File: config.mk
export PLATFORM = sky130hd
export DESIGN_NAME = bpi_top
export DESIGN_NICKNAME = d
export VERILOG_FILES = /design/src/pkg/bpi_pkg.sv /design/src/logic/bpi_pacer.sv /design/src/logic/bpi_prebuffer.sv /design/src/logic/bpi_top.sv
export SDC_FILE = /design/constraint.sdc
export NUM_CORES = 1
export LEC_CHECK = 0
export BUFFER_PORTS_ARGS = -buffer_cell sky130_fd_sc_hd__buf_2
export CAP_MARGIN = 20
export CORE_ASPECT_RATIO = 1.2
export CORE_MARGIN = 2
export CORE_UTILIZATION = 40
export CTS_BUF_LIST = sky130_fd_sc_hd__clkbuf_16
export DETAILED_ROUTE_END_ITERATION = 8
export PLACE_DENSITY = 0.51
export RECOVER_POWER = 25
export SKIP_CTS_REPAIR_TIMING = 1
export SLEW_MARGIN = 20
export SYNTH_ARGS = -nofsm -noshare
export SYNTH_HDL_FRONTEND = slang
export SYNTH_HIERARCHICAL = 1
export SYNTH_SLANG_ARGS = --single-unit
export TNS_END_PERCENT = 1
File: constraint.sdc
create_clock -name clk_i -period 15.54 [get_ports clk_i]
set_input_delay 2.331 -clock clk_i [delete_from_list [all_inputs] [get_ports clk_i]]
set_output_delay 2.331 -clock clk_i [all_outputs]
set_load 0.02 [all_outputs]
File: src/pkg/bpi_pkg.sv
`default_nettype none
package bpi_pkg;
   // ************************************************************
   // Register map (byte addresses)
   // ************************************************************
   localparam logic [7:0] OFS_CMD     = 8'h00;
   localparam logic [7:0] OFS_DATA_LO = 8'h04;
   localparam logic [7:0] OFS_DATA_HI = 8'h08;
   localparam logic [7:0] OFS_STATUS  = 8'h0c;
   localparam logic [7:0] OFS_PERIOD  = 8'h10;

   // ************************************************************
   // Command codes and axis field
   // ************************************************************
   localparam logic [7:0] CMD_STAGE_DATA   = 8'h06;
   localparam logic [7:0] CMD_MODE_SET     = 8'h2a;
   localparam logic [7:0] CMD_BP_DRIVE     = 8'h66;
   localparam logic [7:0] CMD_HOLD_START   = 8'h77;
   localparam logic [7:0] CMD_HOLD_RELEASE = 8'h78;
   localparam logic [7:0] CMD_STOP_DECEL   = 8'h26;
   localparam logic [7:0] CMD_STOP_INSTANT = 8'h27;
   localparam int         CMD_AXIS_LSB     = 8;
   localparam logic [1:0] AXIS_X           = 2'h1;
   localparam logic [1:0] AXIS_Y           = 2'h2;

   // ************************************************************
   // Field positions
   // ************************************************************
   localparam int ST_COUNT_LSB    = 12;
   localparam int ST_NEXT_BIT     = 11;
   localparam int ST_HOLD_BIT     = 1;
   localparam int ST_DRIVE_BIT    = 0;
   localparam int MODE_EN_BIT     = 0;
   localparam int MODE_SPD_LO_BIT = 6;
   localparam int MODE_SPD_HI_BIT = 7;

   // ************************************************************
   // Sizes, reset values and timing
   // ************************************************************
   localparam int         PAT_W        = 16;
   localparam int         STAGE_W      = 4 * PAT_W;
   localparam int         STAGES       = 8;
   localparam int         CNT_W        = 4;
   localparam logic [3:0] CNT_FULL     = 4'h8;
   localparam logic [3:0] CNT_LAST     = 4'h7;
   localparam logic [3:0] CNT_HALF     = 4'h4;
   localparam logic [3:0] BIT_LAST     = 4'hf;
   localparam logic [15:0] MODE_RST    = 16'h0000;
   localparam int         CLK_NS       = 5;
   localparam int         STEP_RST_NS  = 1000;
   localparam logic [15:0] PERIOD_RST  = 16'(STEP_RST_NS / CLK_NS);
   localparam logic [8:0] VEC_NUM      = 9'h16a;
   localparam int         VEC_SHIFT    = 8;

   typedef enum logic [1:0] {
      BPI_IDLE = 2'b00,
      BPI_RUN  = 2'b01
   } bpi_state_t;

   // Period scaled by about 1.414 for diagonal steps
   function automatic logic [15:0] bpi_stretch(input logic [15:0] p);
      logic [24:0] prod;
      prod = 25'(p) * 25'(VEC_NUM);
      return prod[VEC_SHIFT +: 16];
   endfunction

   // Byte-lane merge of a 16-bit register
   function automatic logic [15:0] bpi_merge(input logic [15:0] old_v, input logic [15:0] new_v,
                                             input logic [1:0] sel);
      logic [15:0] r;
      r = old_v;
      if (sel[0]) begin
         r[7:0] = new_v[7:0];
      end
      if (sel[1]) begin
         r[15:8] = new_v[15:8];
      end
      return r;
   endfunction
endpackage
`default_nettype wire

File: src/logic/bpi_pacer.sv
`timescale 1ns/1ps
`default_nettype none
module bpi_pacer (
   // Clock and reset
   input  wire logic        clk_i,
   input  wire logic        rst_i,
   // Control
   input  wire logic        en_i,
   input  wire logic [15:0] period_i,
   input  wire logic        stretch_i,
   // Step enable
   output logic             tick_o
);
   import bpi_pkg::*;

   logic [15:0] cnt;
   logic [15:0] limit;

   // ************************************************************
   // Period divider
   // ************************************************************
   always_comb begin
      limit = stretch_i ? bpi_stretch(period_i) : period_i;
      if (limit == 16'h0000) begin
         limit = 16'h0001;
      end
   end

   always_ff @(posedge clk_i) begin
      if (rst_i || !en_i) begin
         cnt    <= 16'h0000;
         tick_o <= 1'b0;
      end else if (cnt + 16'h0001 >= limit) begin
         cnt    <= 16'h0000;
         tick_o <= 1'b1;
      end else begin
         cnt    <= cnt + 16'h0001;
         tick_o <= 1'b0;
      end
   end
endmodule
`default_nettype wire

File: src/logic/bpi_prebuffer.sv
`timescale 1ns/1ps
`default_nettype none
module bpi_prebuffer (
   // Clock and reset
   input  wire logic        clk_i,
   input  wire logic        rst_i,
   // Control
   input  wire logic        push_i,
   input  wire logic        pop_i,
   input  wire logic        flush_i,
   input  wire logic [63:0] data_i,
   // State
   output logic [63:0]      head_o,
   output logic [3:0]       count_o
);
   import bpi_pkg::*;

   logic [STAGE_W-1:0] mem [STAGES];
   logic [2:0]         wr_ptr;
   logic [2:0]         rd_ptr;
   logic               do_push;
   logic               do_pop;

   assign do_push = push_i && (count_o != CNT_FULL);
   assign do_pop  = pop_i && (count_o != 4'h0);
   assign head_o  = mem[rd_ptr];

   // ************************************************************
   // Eight stage storage
   // ************************************************************
   always_ff @(posedge clk_i) begin
      if (do_push && !flush_i) begin
         mem[wr_ptr] <= data_i;
      end
   end

   always_ff @(posedge clk_i) begin
      if (rst_i || flush_i) begin
         wr_ptr  <= 3'h0;
         rd_ptr  <= 3'h0;
         count_o <= 4'h0;
      end else begin
         if (do_push) begin
            wr_ptr <= wr_ptr + 3'h1;
         end
         if (do_pop) begin
            rd_ptr <= rd_ptr + 3'h1;
         end
         count_o <= count_o + {3'h0, do_push} - {3'h0, do_pop};
      end
   end
endmodule
`default_nettype wire

File: src/logic/bpi_top.sv
// Operation
// - Drive command pushes stage and starts
// - Drive command needs no axis selection
// - Hold on X blocks start until release
// - Plus and minus both set ends interpolation
// - Drain queued stages then end normally
// - Eight stages of four 16-bit words
// - Stack count in status bits 15 to 12
// - Sixteen bits done: pop, next stage
// - Next-stage flag while count 1 to 7
// - Stop command on X flushes the stage buffer
// - Any active limit stops driving
// - Interrupt low on 8 to 7, 4 to 3
// - Interrupt cleared by drive command or finish
// - Simple mode stretches diagonal step period
// - Mode bit 7 has no effect on vector speed
// - Finish-point command stages pattern words
// - Pattern words emitted from bit 0 upward
// - Mode bit 0 enables interpolation
// - Mode bit 6 alone selects vector speed stretch
`timescale 1ns/1ps
`default_nettype none
module bpi_top (
   // Clock and reset
   input  wire logic        clk_i,
   input  wire logic        rst_i,
   // Wishbone slave
   input  wire logic        cyc_i,
   input  wire logic        stb_i,
   input  wire logic        we_i,
   input  wire logic [7:0]  adr_i,
   input  wire logic [3:0]  sel_i,
   input  wire logic [31:0] dat_i,
   output logic [31:0]      dat_o,
   output logic             ack_o,
   // Limits: x plus, x minus, y plus, y minus
   input  wire logic [3:0]  limit_i,
   // Step outputs
   output logic             x_plus_step_o,
   output logic             x_minus_step_o,
   output logic             y_plus_step_o,
   output logic             y_minus_step_o,
   output logic             driving_o,
   output logic             continuous_interp_irq_n_o
);
   import bpi_pkg::*;

   // Registers and state
   bpi_state_t  state;
   logic [15:0] data_low_register;
   logic [15:0] data_high_register;
   logic [15:0] mode;
   logic [15:0] period;
   logic [31:0] stage_x;
   logic [31:0] stage_y;
   logic        hold;
   logic        started;
   logic        diag;
   logic [3:0]  bit_idx;

   // Buffer and pacer
   logic [63:0] head;
   logic [3:0]  count;
   logic        tick;

   // Bus decode
   logic        wr_req;
   logic        rd_req;
   logic        cmd_wr;
   logic [7:0]  cmd_code;
   logic [1:0]  cmd_axis;

   // Drive control
   logic        push;
   logic        push_ok;
   logic        pop;
   logic        flush;
   logic        stop_cmd;
   logic        end_code;
   logic        finish;
   logic        run_ok;
   logic        step_go;

   // Status
   logic        next_stage_writable;
   logic [15:0] main_status_register;
   logic [3:0]  step_pattern;

   // ************************************************************
   // Bus decode
   // ************************************************************
   assign wr_req   = cyc_i && stb_i && we_i && !ack_o;
   assign rd_req   = cyc_i && stb_i && !we_i && !ack_o;
   assign cmd_wr   = wr_req && (adr_i == OFS_CMD) && (sel_i[1:0] == 2'h3);
   assign cmd_code = dat_i[7:0];
   assign cmd_axis = dat_i[CMD_AXIS_LSB +: 2];

   always_ff @(posedge clk_i) begin
      if (rst_i) begin
         ack_o <= 1'b0;
      end else begin
         ack_o <= cyc_i && stb_i && !ack_o;
      end
   end

   always_ff @(posedge clk_i) begin
      if (rst_i) begin
         dat_o <= 32'h0000_0000;
      end else if (rd_req) begin
         case (adr_i)
            OFS_DATA_LO: dat_o <= {16'h0000, data_low_register};
            OFS_DATA_HI: dat_o <= {16'h0000, data_high_register};
            OFS_CMD,
            OFS_STATUS:  dat_o <= {16'h0000, main_status_register};
            OFS_PERIOD:  dat_o <= {16'h0000, period};
            default:     dat_o <= 32'h0000_0000;
         endcase
      end
   end

   // ************************************************************
   // Software registers
   // ************************************************************
   always_ff @(posedge clk_i) begin
      if (rst_i) begin
         data_low_register  <= 16'h0000;
         data_high_register <= 16'h0000;
         period             <= PERIOD_RST;
      end else if (wr_req) begin
         case (adr_i)
            OFS_DATA_LO: data_low_register <= bpi_merge(data_low_register, dat_i[15:0], sel_i[1:0]);
            OFS_DATA_HI: data_high_register <= bpi_merge(data_high_register, dat_i[15:0], sel_i[1:0]);
            OFS_PERIOD:  period <= bpi_merge(period, dat_i[15:0], sel_i[1:0]);
            default:     period <= period;
         endcase
      end
   end

   // Interpolation mode word
   always_ff @(posedge clk_i) begin
      if (rst_i) begin
         mode <= MODE_RST;
      end else if (cmd_wr && cmd_code == CMD_MODE_SET) begin
         mode <= data_low_register;
      end
   end

   // Pattern staging per axis
   always_ff @(posedge clk_i) begin
      if (rst_i) begin
         stage_x <= 32'h0000_0000;
         stage_y <= 32'h0000_0000;
      end else if (cmd_wr && cmd_code == CMD_STAGE_DATA) begin
         if (cmd_axis[0]) begin
            stage_x <= {data_high_register, data_low_register};
         end
         if (cmd_axis[1]) begin
            stage_y <= {data_high_register, data_low_register};
         end
      end
   end

   // Start hold on the main axis
   always_ff @(posedge clk_i) begin
      if (rst_i) begin
         hold <= 1'b0;
      end else if (cmd_wr && cmd_axis[0]) begin
         if (cmd_code == CMD_HOLD_START) begin
            hold <= 1'b1;
         end else if (cmd_code == CMD_HOLD_RELEASE) begin
            hold <= 1'b0;
         end
      end
   end

   // ************************************************************
   // Buffer control
   // ************************************************************
   assign push     = cmd_wr && cmd_code == CMD_BP_DRIVE && mode[MODE_EN_BIT];
   assign push_ok  = push && (count != CNT_FULL);
   assign stop_cmd = cmd_wr && cmd_axis[0] &&
                     (cmd_code == CMD_STOP_DECEL || cmd_code == CMD_STOP_INSTANT);
   assign run_ok   = (state == BPI_RUN) && !hold && (count != 4'h0);
   assign step_pattern = {head[PAT_W*3 + bit_idx], head[PAT_W*2 + bit_idx],
                          head[PAT_W + bit_idx], head[bit_idx]};
   assign end_code = (step_pattern[0] && step_pattern[1]) ||
                     (step_pattern[2] && step_pattern[3]);
   assign pop      = run_ok && tick && !end_code && (bit_idx == BIT_LAST);
   assign finish   = (state == BPI_RUN) &&
                     ((run_ok && tick && end_code) ||
                      stop_cmd ||
                      (limit_i != 4'h0) ||
                      (count == 4'h0 && !push));
   assign flush    = finish || stop_cmd;
   assign step_go  = run_ok && tick && !end_code && !finish;

   bpi_prebuffer u_prebuffer (
      .clk_i   (clk_i),
      .rst_i   (rst_i),
      .push_i  (push),
      .pop_i   (pop),
      .flush_i (flush),
      .data_i  ({stage_y, stage_x}),
      .head_o  (head),
      .count_o (count)
   );

   bpi_pacer u_pacer (
      .clk_i     (clk_i),
      .rst_i     (rst_i),
      .en_i      (run_ok),
      .period_i  (period),
      .stretch_i (diag && mode[MODE_SPD_LO_BIT]),
      .tick_o    (tick)
   );

   // ************************************************************
   // Drive sequencer
   // ************************************************************
   always_ff @(posedge clk_i) begin
      if (rst_i) begin
         state   <= BPI_IDLE;
         started <= 1'b0;
      end else begin
         case (state)
            BPI_IDLE: begin
               if (push && !stop_cmd) begin
                  state   <= BPI_RUN;
                  started <= 1'b1;
               end
            end
            BPI_RUN: begin
               if (finish) begin
                  state   <= BPI_IDLE;
                  started <= 1'b0;
               end
            end
            default: begin
               state   <= BPI_IDLE;
               started <= 1'b0;
            end
         endcase
      end
   end

   always_ff @(posedge clk_i) begin
      if (rst_i || flush) begin
         bit_idx <= 4'h0;
      end else if (run_ok && tick) begin
         bit_idx <= bit_idx + 4'h1;
      end
   end

   // Step pulses
   always_ff @(posedge clk_i) begin
      if (rst_i) begin
         x_plus_step_o  <= 1'b0;
         x_minus_step_o <= 1'b0;
         y_plus_step_o  <= 1'b0;
         y_minus_step_o <= 1'b0;
      end else begin
         x_plus_step_o  <= step_go && step_pattern[0];
         x_minus_step_o <= step_go && step_pattern[1];
         y_plus_step_o  <= step_go && step_pattern[2];
         y_minus_step_o <= step_go && step_pattern[3];
      end
   end

   // Diagonal step memory
   always_ff @(posedge clk_i) begin
      if (rst_i || flush) begin
         diag <= 1'b0;
      end else if (run_ok && tick) begin
         diag <= (step_pattern[0] || step_pattern[1]) &&
                 (step_pattern[2] || step_pattern[3]);
      end
   end

   // ************************************************************
   // Status and interrupt
   // ************************************************************
   assign next_stage_writable = started && (count != 4'h0) && (count <= CNT_LAST);
   assign main_status_register = {count, next_stage_writable, 9'h000,
                                  hold, (state == BPI_RUN)};

   always_ff @(posedge clk_i) begin
      if (rst_i) begin
         driving_o <= 1'b0;
      end else begin
         driving_o <= (state == BPI_RUN) && !finish;
      end
   end

   always_ff @(posedge clk_i) begin
      if (rst_i) begin
         continuous_interp_irq_n_o <= 1'b1;
      end else if (pop && !push_ok && (count == CNT_FULL || count == CNT_HALF) && !flush) begin
         continuous_interp_irq_n_o <= 1'b0;
      end else if (push_ok || finish) begin
         continuous_interp_irq_n_o <= 1'b1;
      end
   end
endmodule
`default_nettype wire

* Yosys cells after proc, flatten, opt, wreduce, memory -nomap -nowiden *
Memories as Yosys holds them, arrays and structs flattened. A register that Yosys moved wholly into a read port is not among the register bits.
Cells that the tools add are included.

operators by class
  reductions and logical operators = 83
  equality and inequality tests = 19
  multiply operators = 1
  add/sub/neg operators = 9
  magnitude comparators = 6
  muxes and demuxes = 26

operator list
  cell                   number
  $pmux 16 s4            1
  $logic_and 1x1->1      41
  $mux 16                2
  $eq 8x6->1 const B     3
  $eq 8x7->1 const B     3
  $mul 16x8->23 const B  1
  $bmux 1 s6             3
  $reduce_and 3->1       6
  $add 16x1->16 const B  1
  $eq 8x3->1 const B     2
  $eq 8x4->1 const B     2
  $ge 16x16->1           1
  $logic_not 16->1       1
  $add 6x4->7 const A    2
  $lt 7x7->1 const B     2
  $mux 1                 13
  $logic_or 1x1->1       12
  $logic_not 1->1        10
  $eq 4x4->1 const B     2
  $eq 8x5->1 const B     1
  $logic_not 8->1        1
  $reduce_and 2->1       4
  $reduce_bool 4->1      2
  $lt 4x7->1 const B     1
  21 further kinds       27

storage, ports and cells
  input bits = 53
  memory bits (writable) = 512
  memories = 1
  output and inout port bits = 39
  register bits = 194

memories
  memory           words  width  rd ports  clocked after memory_dff  wr ports  RTL line             text
  u_prebuffer.mem  8      64     1         1                         1         bpi_prebuffer.sv:18  logic [STAGE_W-1:0] mem [STAGES];

* Longest topological paths before layout *
  depth after elaboration = 16
  depth in mapped cells = 30
  mapped depth without buffers = 28

* Modules after synthesis *
The synthesis kept the hierarchy.

by module, submodules not included
  module         cells each  area an instance (um^2)  seq. area each (um^2)  times used
  bpi_prebuffer  818         19919.1                  15635.0                1
  bpi_top        715         6431.2                   2882.8                 1
  bpi_pacer      442         3866.2                   340.3                  1

* Worst setup path after synthesis *
OpenSTA, ideal clock, no wires.

  path kind = in2reg
  start point = input port adr_i[1]
  end point = memory u_prebuffer/mem[0][0] (netlist name), enable pin
  buffers on the path = 1
  data arrival time = 10.790 ns
  setup slack = 4.084 ns
  stages on the path = 8
  cells stage by stage = or4_4 -> and4bb_4 -> nand4_4 -> a211o_2 -> a21o_2 -> clkbuf_1 -> nor2_1 -> nor4b_1

on the way
  word-level cells in the longest chain between the ends = 14

RTL lines
  item                                                          RTL line                        text
  start: declaration                                            bpi_top.sv:31                   input wire logic [7:0] adr_i,
  $logic_not 8->1 *                                             bpi_top.sv:94                   assign cmd_wr = wr_req && (adr_i == OFS_CMD) && (sel_i[1:0] == 2'h3);
  $logic_and 1x1->1 * (2 in series)                             bpi_top.sv:94
  $logic_and 1x1->1 (on tied branches) (2 in series)            bpi_top.sv:181, bpi_top.sv:179
  $logic_or 1x1->1 / $logic_not 1->1 (equally long branches)    bpi_top.sv:190, bpi_top.sv:193
  $logic_or 1x1->1 / $logic_and 1x1->1 (equally long branches)  bpi_top.sv:191, bpi_top.sv:193
  $logic_or 1x1->1                                              bpi_top.sv:192                  (limit_i != 4'h0) ||
  $logic_and 1x1->1                                             bpi_top.sv:189                  assign finish = (state == BPI_RUN) &&
  $logic_or 1x1->1 *                                            bpi_top.sv:194                  assign flush = finish || stop_cmd;
  via flush                                                     bpi_top.sv:77                   logic flush;
  $logic_not 1->1 *                                             bpi_prebuffer.sv:32             if (do_push && !flush_i) begin
  $logic_and 1x1->1 *                                           bpi_prebuffer.sv:32
  $mux 1 *                                                      bpi_prebuffer.sv:32
  $mux 1 (implied by the code) *                                bpi_prebuffer.sv:33             mem[wr_ptr] <= data_i;
  end: declaration                                              bpi_prebuffer.sv:18

Mark *: on every way through the listed nets, which the timed path passes. The rest lies on a longest branch.

* Worst setup path in the final report *
  start point = register period[5]
  end point = register u_pacer.cnt[0]

on the way
  word-level cells in the longest chain between the ends = 6

RTL lines
  item                                RTL line         text
  start: declaration                  bpi_top.sv:53    logic [15:0] period;
  start signal: assignment            bpi_top.sv:133   OFS_PERIOD: period <= bpi_merge(period, dat_i[15:0], sel_i[1:0]);
  start signal: assignment            bpi_top.sv:134   default: period <= period;
  $mul 16x8->23                       bpi_pkg.sv:63    prod = 25'(p) * 25'(VEC_NUM);
  $mux 16 *                           bpi_pacer.sv:23  limit = stretch_i ? bpi_stretch(period_i) : period_i;
  $logic_not 16->1                    bpi_pacer.sv:24  if (limit == 16'h0000) begin
  $mux 16 *                           bpi_pacer.sv:24
  $ge 16x16->1 *                      bpi_pacer.sv:33  end else if (cnt + 16'h0001 >= limit) begin
  $reduce_or 2->1 (no source line) *  n/a
  end signal: assignment              bpi_pacer.sv:37  cnt <= cnt + 16'h0001;
  end: declaration                    bpi_pacer.sv:16  logic [15:0] cnt;

Mark *: on every way between the ends. The rest lies on a longest branch, timed or not.
A chain may end at the register's enable or synchronous reset.

==> flow_metrics.py <==
metrics = {
    "detailed_routing": {
        "routedWlPerCell_um": 24.0,
        "vias_per_cell": 5.45,
        "vias": 16900,
        "firstDrtPassIters": 8,
        "drt_iter0_drc": 1451,
        "antenna_left": 0,
        "wirelength_mm": 74.7,
        "drc": 0,
    },
    "finish": {
        "nets": 2215,
        "fin_area_mm2": 0.0337,
        "stdcell_count": 3111,
        "area_growth_pct": 11.7,
        "utilization_pct": 45.1,
        "drive_gt1_share_pct": 21.4,
    },
    "die": {
        "io_pins": 92,
        "chipHeight_um": 305,
        "dieArea_mm2": 0.0778,
        "num_rows": 110,
        "coreArea_mm2": 0.0749,
        "start_util_pct": 40.4,
        "die_w_um": 255,
    },
    "placed_design": {
        "post_dp_cell_area_mm2": 0.0315,
        "dp_slack_ns": 7.92,
        "port-buffer-count": 57,
        "dpl.hpwl_mm": 45.9,
        "placed_cells": 2979,
        "place_congestion": 0.786,
    },
    "clock_network": {
        "cts_tree": "done",
        "cts.path.max_buffers": 3,
        "clk_pin_slew_ns": 0.06,
        "cts_buffers": 70,
        "cts.sinks": 686,
        "htree_num_levels": 3,
        "cts-root-buf": "clkbuf_16",
        "insertion_delay_ns": 0.61,
    },
    "sta": {
        "fin_crit_ns": 7.65,
        "slew_viol_final": 0,
        "period_share_pct": 49.3,
        "setup_slack_ns": 7.89,
        "tns_ns": 0,
        "setup_viol": 0,
        "finalHoldViolations": 0,
        "worst_pin_slew_ns": 1.04,
        "fmax_ghz": 0.131,
        "grt_setup_unrepaired": "false",
        "fin_skew_ns": 0.0212,
        "relSlewSlack_pct": 30.4,
        "whs_ns": 0.458,
    },
    "grt": {
        "grt_usage_pct": 19.6,
        "grt_overflow": 0,
        "grt_pass1_wl_mm": 112,
        "grt_pass1_vias": 17800,
        "antenna_found_initial": 8,
        "grt_start_max_net_pins": 83,
    },
    "power": {
        "p_per_area_mw_per_mm2": 107,
        "power_mw": 3.61,
        "power_leakage_nw": 12.8,
        "vdd_ir_drop_max_v": 0.0000773,
    },
    "status": {
        "outcome": "completed",
    },
    "setup_path": {
        "critical_path_class": "reg2reg",
        "worstPathArrival_ns": 8.14,
        "critical_path.endpoint_type": "flop",
        "max_stage_delay_ns": 0.65,
        "crit_fanout": 17,
        "cp.required_ns": 16.02,
        "slowest_stage": "dfxtp_1",
        "startpoint_type": "flop",
        "crit_top_cell": "a21o_1",
    },
    "synthesis": {
        "synthCells": 1975,
        "synth-seq-cells": 686,
        "synth.most_common_cell": "edfxtp_1",
        "synth-main-ff-cell": "edfxtp_1",
        "yosys-top-cells-count": "edfxtp_1 (512), nand2_1 (194), dfxtp_1 (174)",
        "yosys_warnings": 6,
        "synth-seq-area-share_pct": 62.4,
        "yosys.area.top_type": "edfxtp_1",
        "yosys-top-cells-area": "edfxtp_1 (51%), dfxtp_1 (12%), mux4_2 (11%), ha_1 (3.6%), mux2i_1 (2.6%)",
        "async_flop_share_pct": 0,
        "ys_types": 91,
        "synth.top_cell.area_share_pct": 50.9,
        "syn_area_mm2": 0.0302,
        "syn_area_per_cell_um2": 15.3,
        "synth_edf_count": 512,
    },
    "job": {
        "max-cap-violations": 0,
    },
    "worst_hold_path": {
        "min_path_type": "reg2reg",
    },
}
==> final timing paths <==
kind	start	endpoint	slack, ns	depth (start not counted)
worst min-delay path	ack_o$_SDFF_PP0_	ack_o$_SDFF_PP0_	0.46	1
worst max-delay path	period[5]$_SDFFE_PP0P_	u_pacer/cnt[0]$_SDFF_PP0_	7.89	28
worst max register to register	period[5]$_SDFFE_PP0P_	u_pacer/cnt[0]$_SDFF_PP0_	7.89	28
worst min register to register	ack_o$_SDFF_PP0_	ack_o$_SDFF_PP0_	0.46	1
==> critical path, delay by kind of cell, from the launching register on <==
kind	cells	cell delay, ns
AO/OA/AOI/OAI	15	3.20
flip-flops	1	0.65
AND/OR/NAND/NOR	2	0.69
buffers and inverters	5	0.46
adder cells (fa/ha/maj)	6	2.52
==> cell families after synthesis <==
group,after synthesis,synth area share [%]
xor gates and xnor gates,49,1.45
AOI/OAI and AO/OA,217,4.83
DFF,686,62.4
adders and majority gates,119,5.70
other,1,0.0124
muxes,289,15.8
buffers and inverters,175,2.92
and+or+nand+nor,439,6.87
==> routing by layer <==
metal	vias to the layer above	part of all wire [%]	track usage, %
met5	-	0.042	0
met4	6	2.0	5.13
met3	99	5.6	3.36
met2	421	49	32.1
met1	8802	44	27.0
li1	7621	-	-
==> final cells by class <==
cell class / instances / area [um^2]
Tap cell: 1008 / 1260
Timing Repair Buffer: 91 / 543
Clock buffer: 73 / 1830
Fill cell: 6683 / 41100
Multi-Input combinational cell: 1129 / 10600
Antenna cell: 4 / 10.0
Sequential cell: 686 / 18900
Inverter: 65 / 244
Clock inverter: 55 / 398
==> placed cells by master (no fill, tap or decap), types with 9 or more instances in the layout <==
cell,synthesis,routed
a21o_1,17,17
a21oi_1,117,117
a222oi_1,14,14
and2_1,10,9
and3_1,9,9
buf_2,11,56
buf_4,27,35
clkbuf_16,0,73
clkinv_1,0,20
conb_1,1,16
dfxtp_1,174,170
edfxtp_1,512,512
fa_1,31,31
ha_1,88,88
inv_1,65,81
mux2_2,68,68
mux2i_1,77,77
mux4_2,144,144
nand2_1,194,194
nand3_1,19,19
nor2_1,111,108
nor2b_1,10,10
nor3_1,20,16
o21ai_0,9,9
xnor2_1,23,23
xor2_1,25,25
==> state kept, by name (all words and copies together) (netlist names), 3 cells and up, named ones only <==
signal               cells
data_high_register      16
data_low_register       16
stage_y                 32
u_prebuffer/count_o      4
u_prebuffer/mem        512
period                  16
u_pacer/cnt             16
u_prebuffer/rd_ptr       3
bit_idx                  4
dat_o                   16
u_prebuffer/wr_ptr       3
stage_x                 32
==> where the power goes <==
part           internal [mW]  leakage [nW]  switching, mW
Sequential              1.94          7.36       0.000148
Clock                  0.937          1.14          0.699
Combinational        0.00671          4.34         0.0214
Total                   2.88          12.8          0.721
Note: power is estimated with default switching activity, not from simulation.
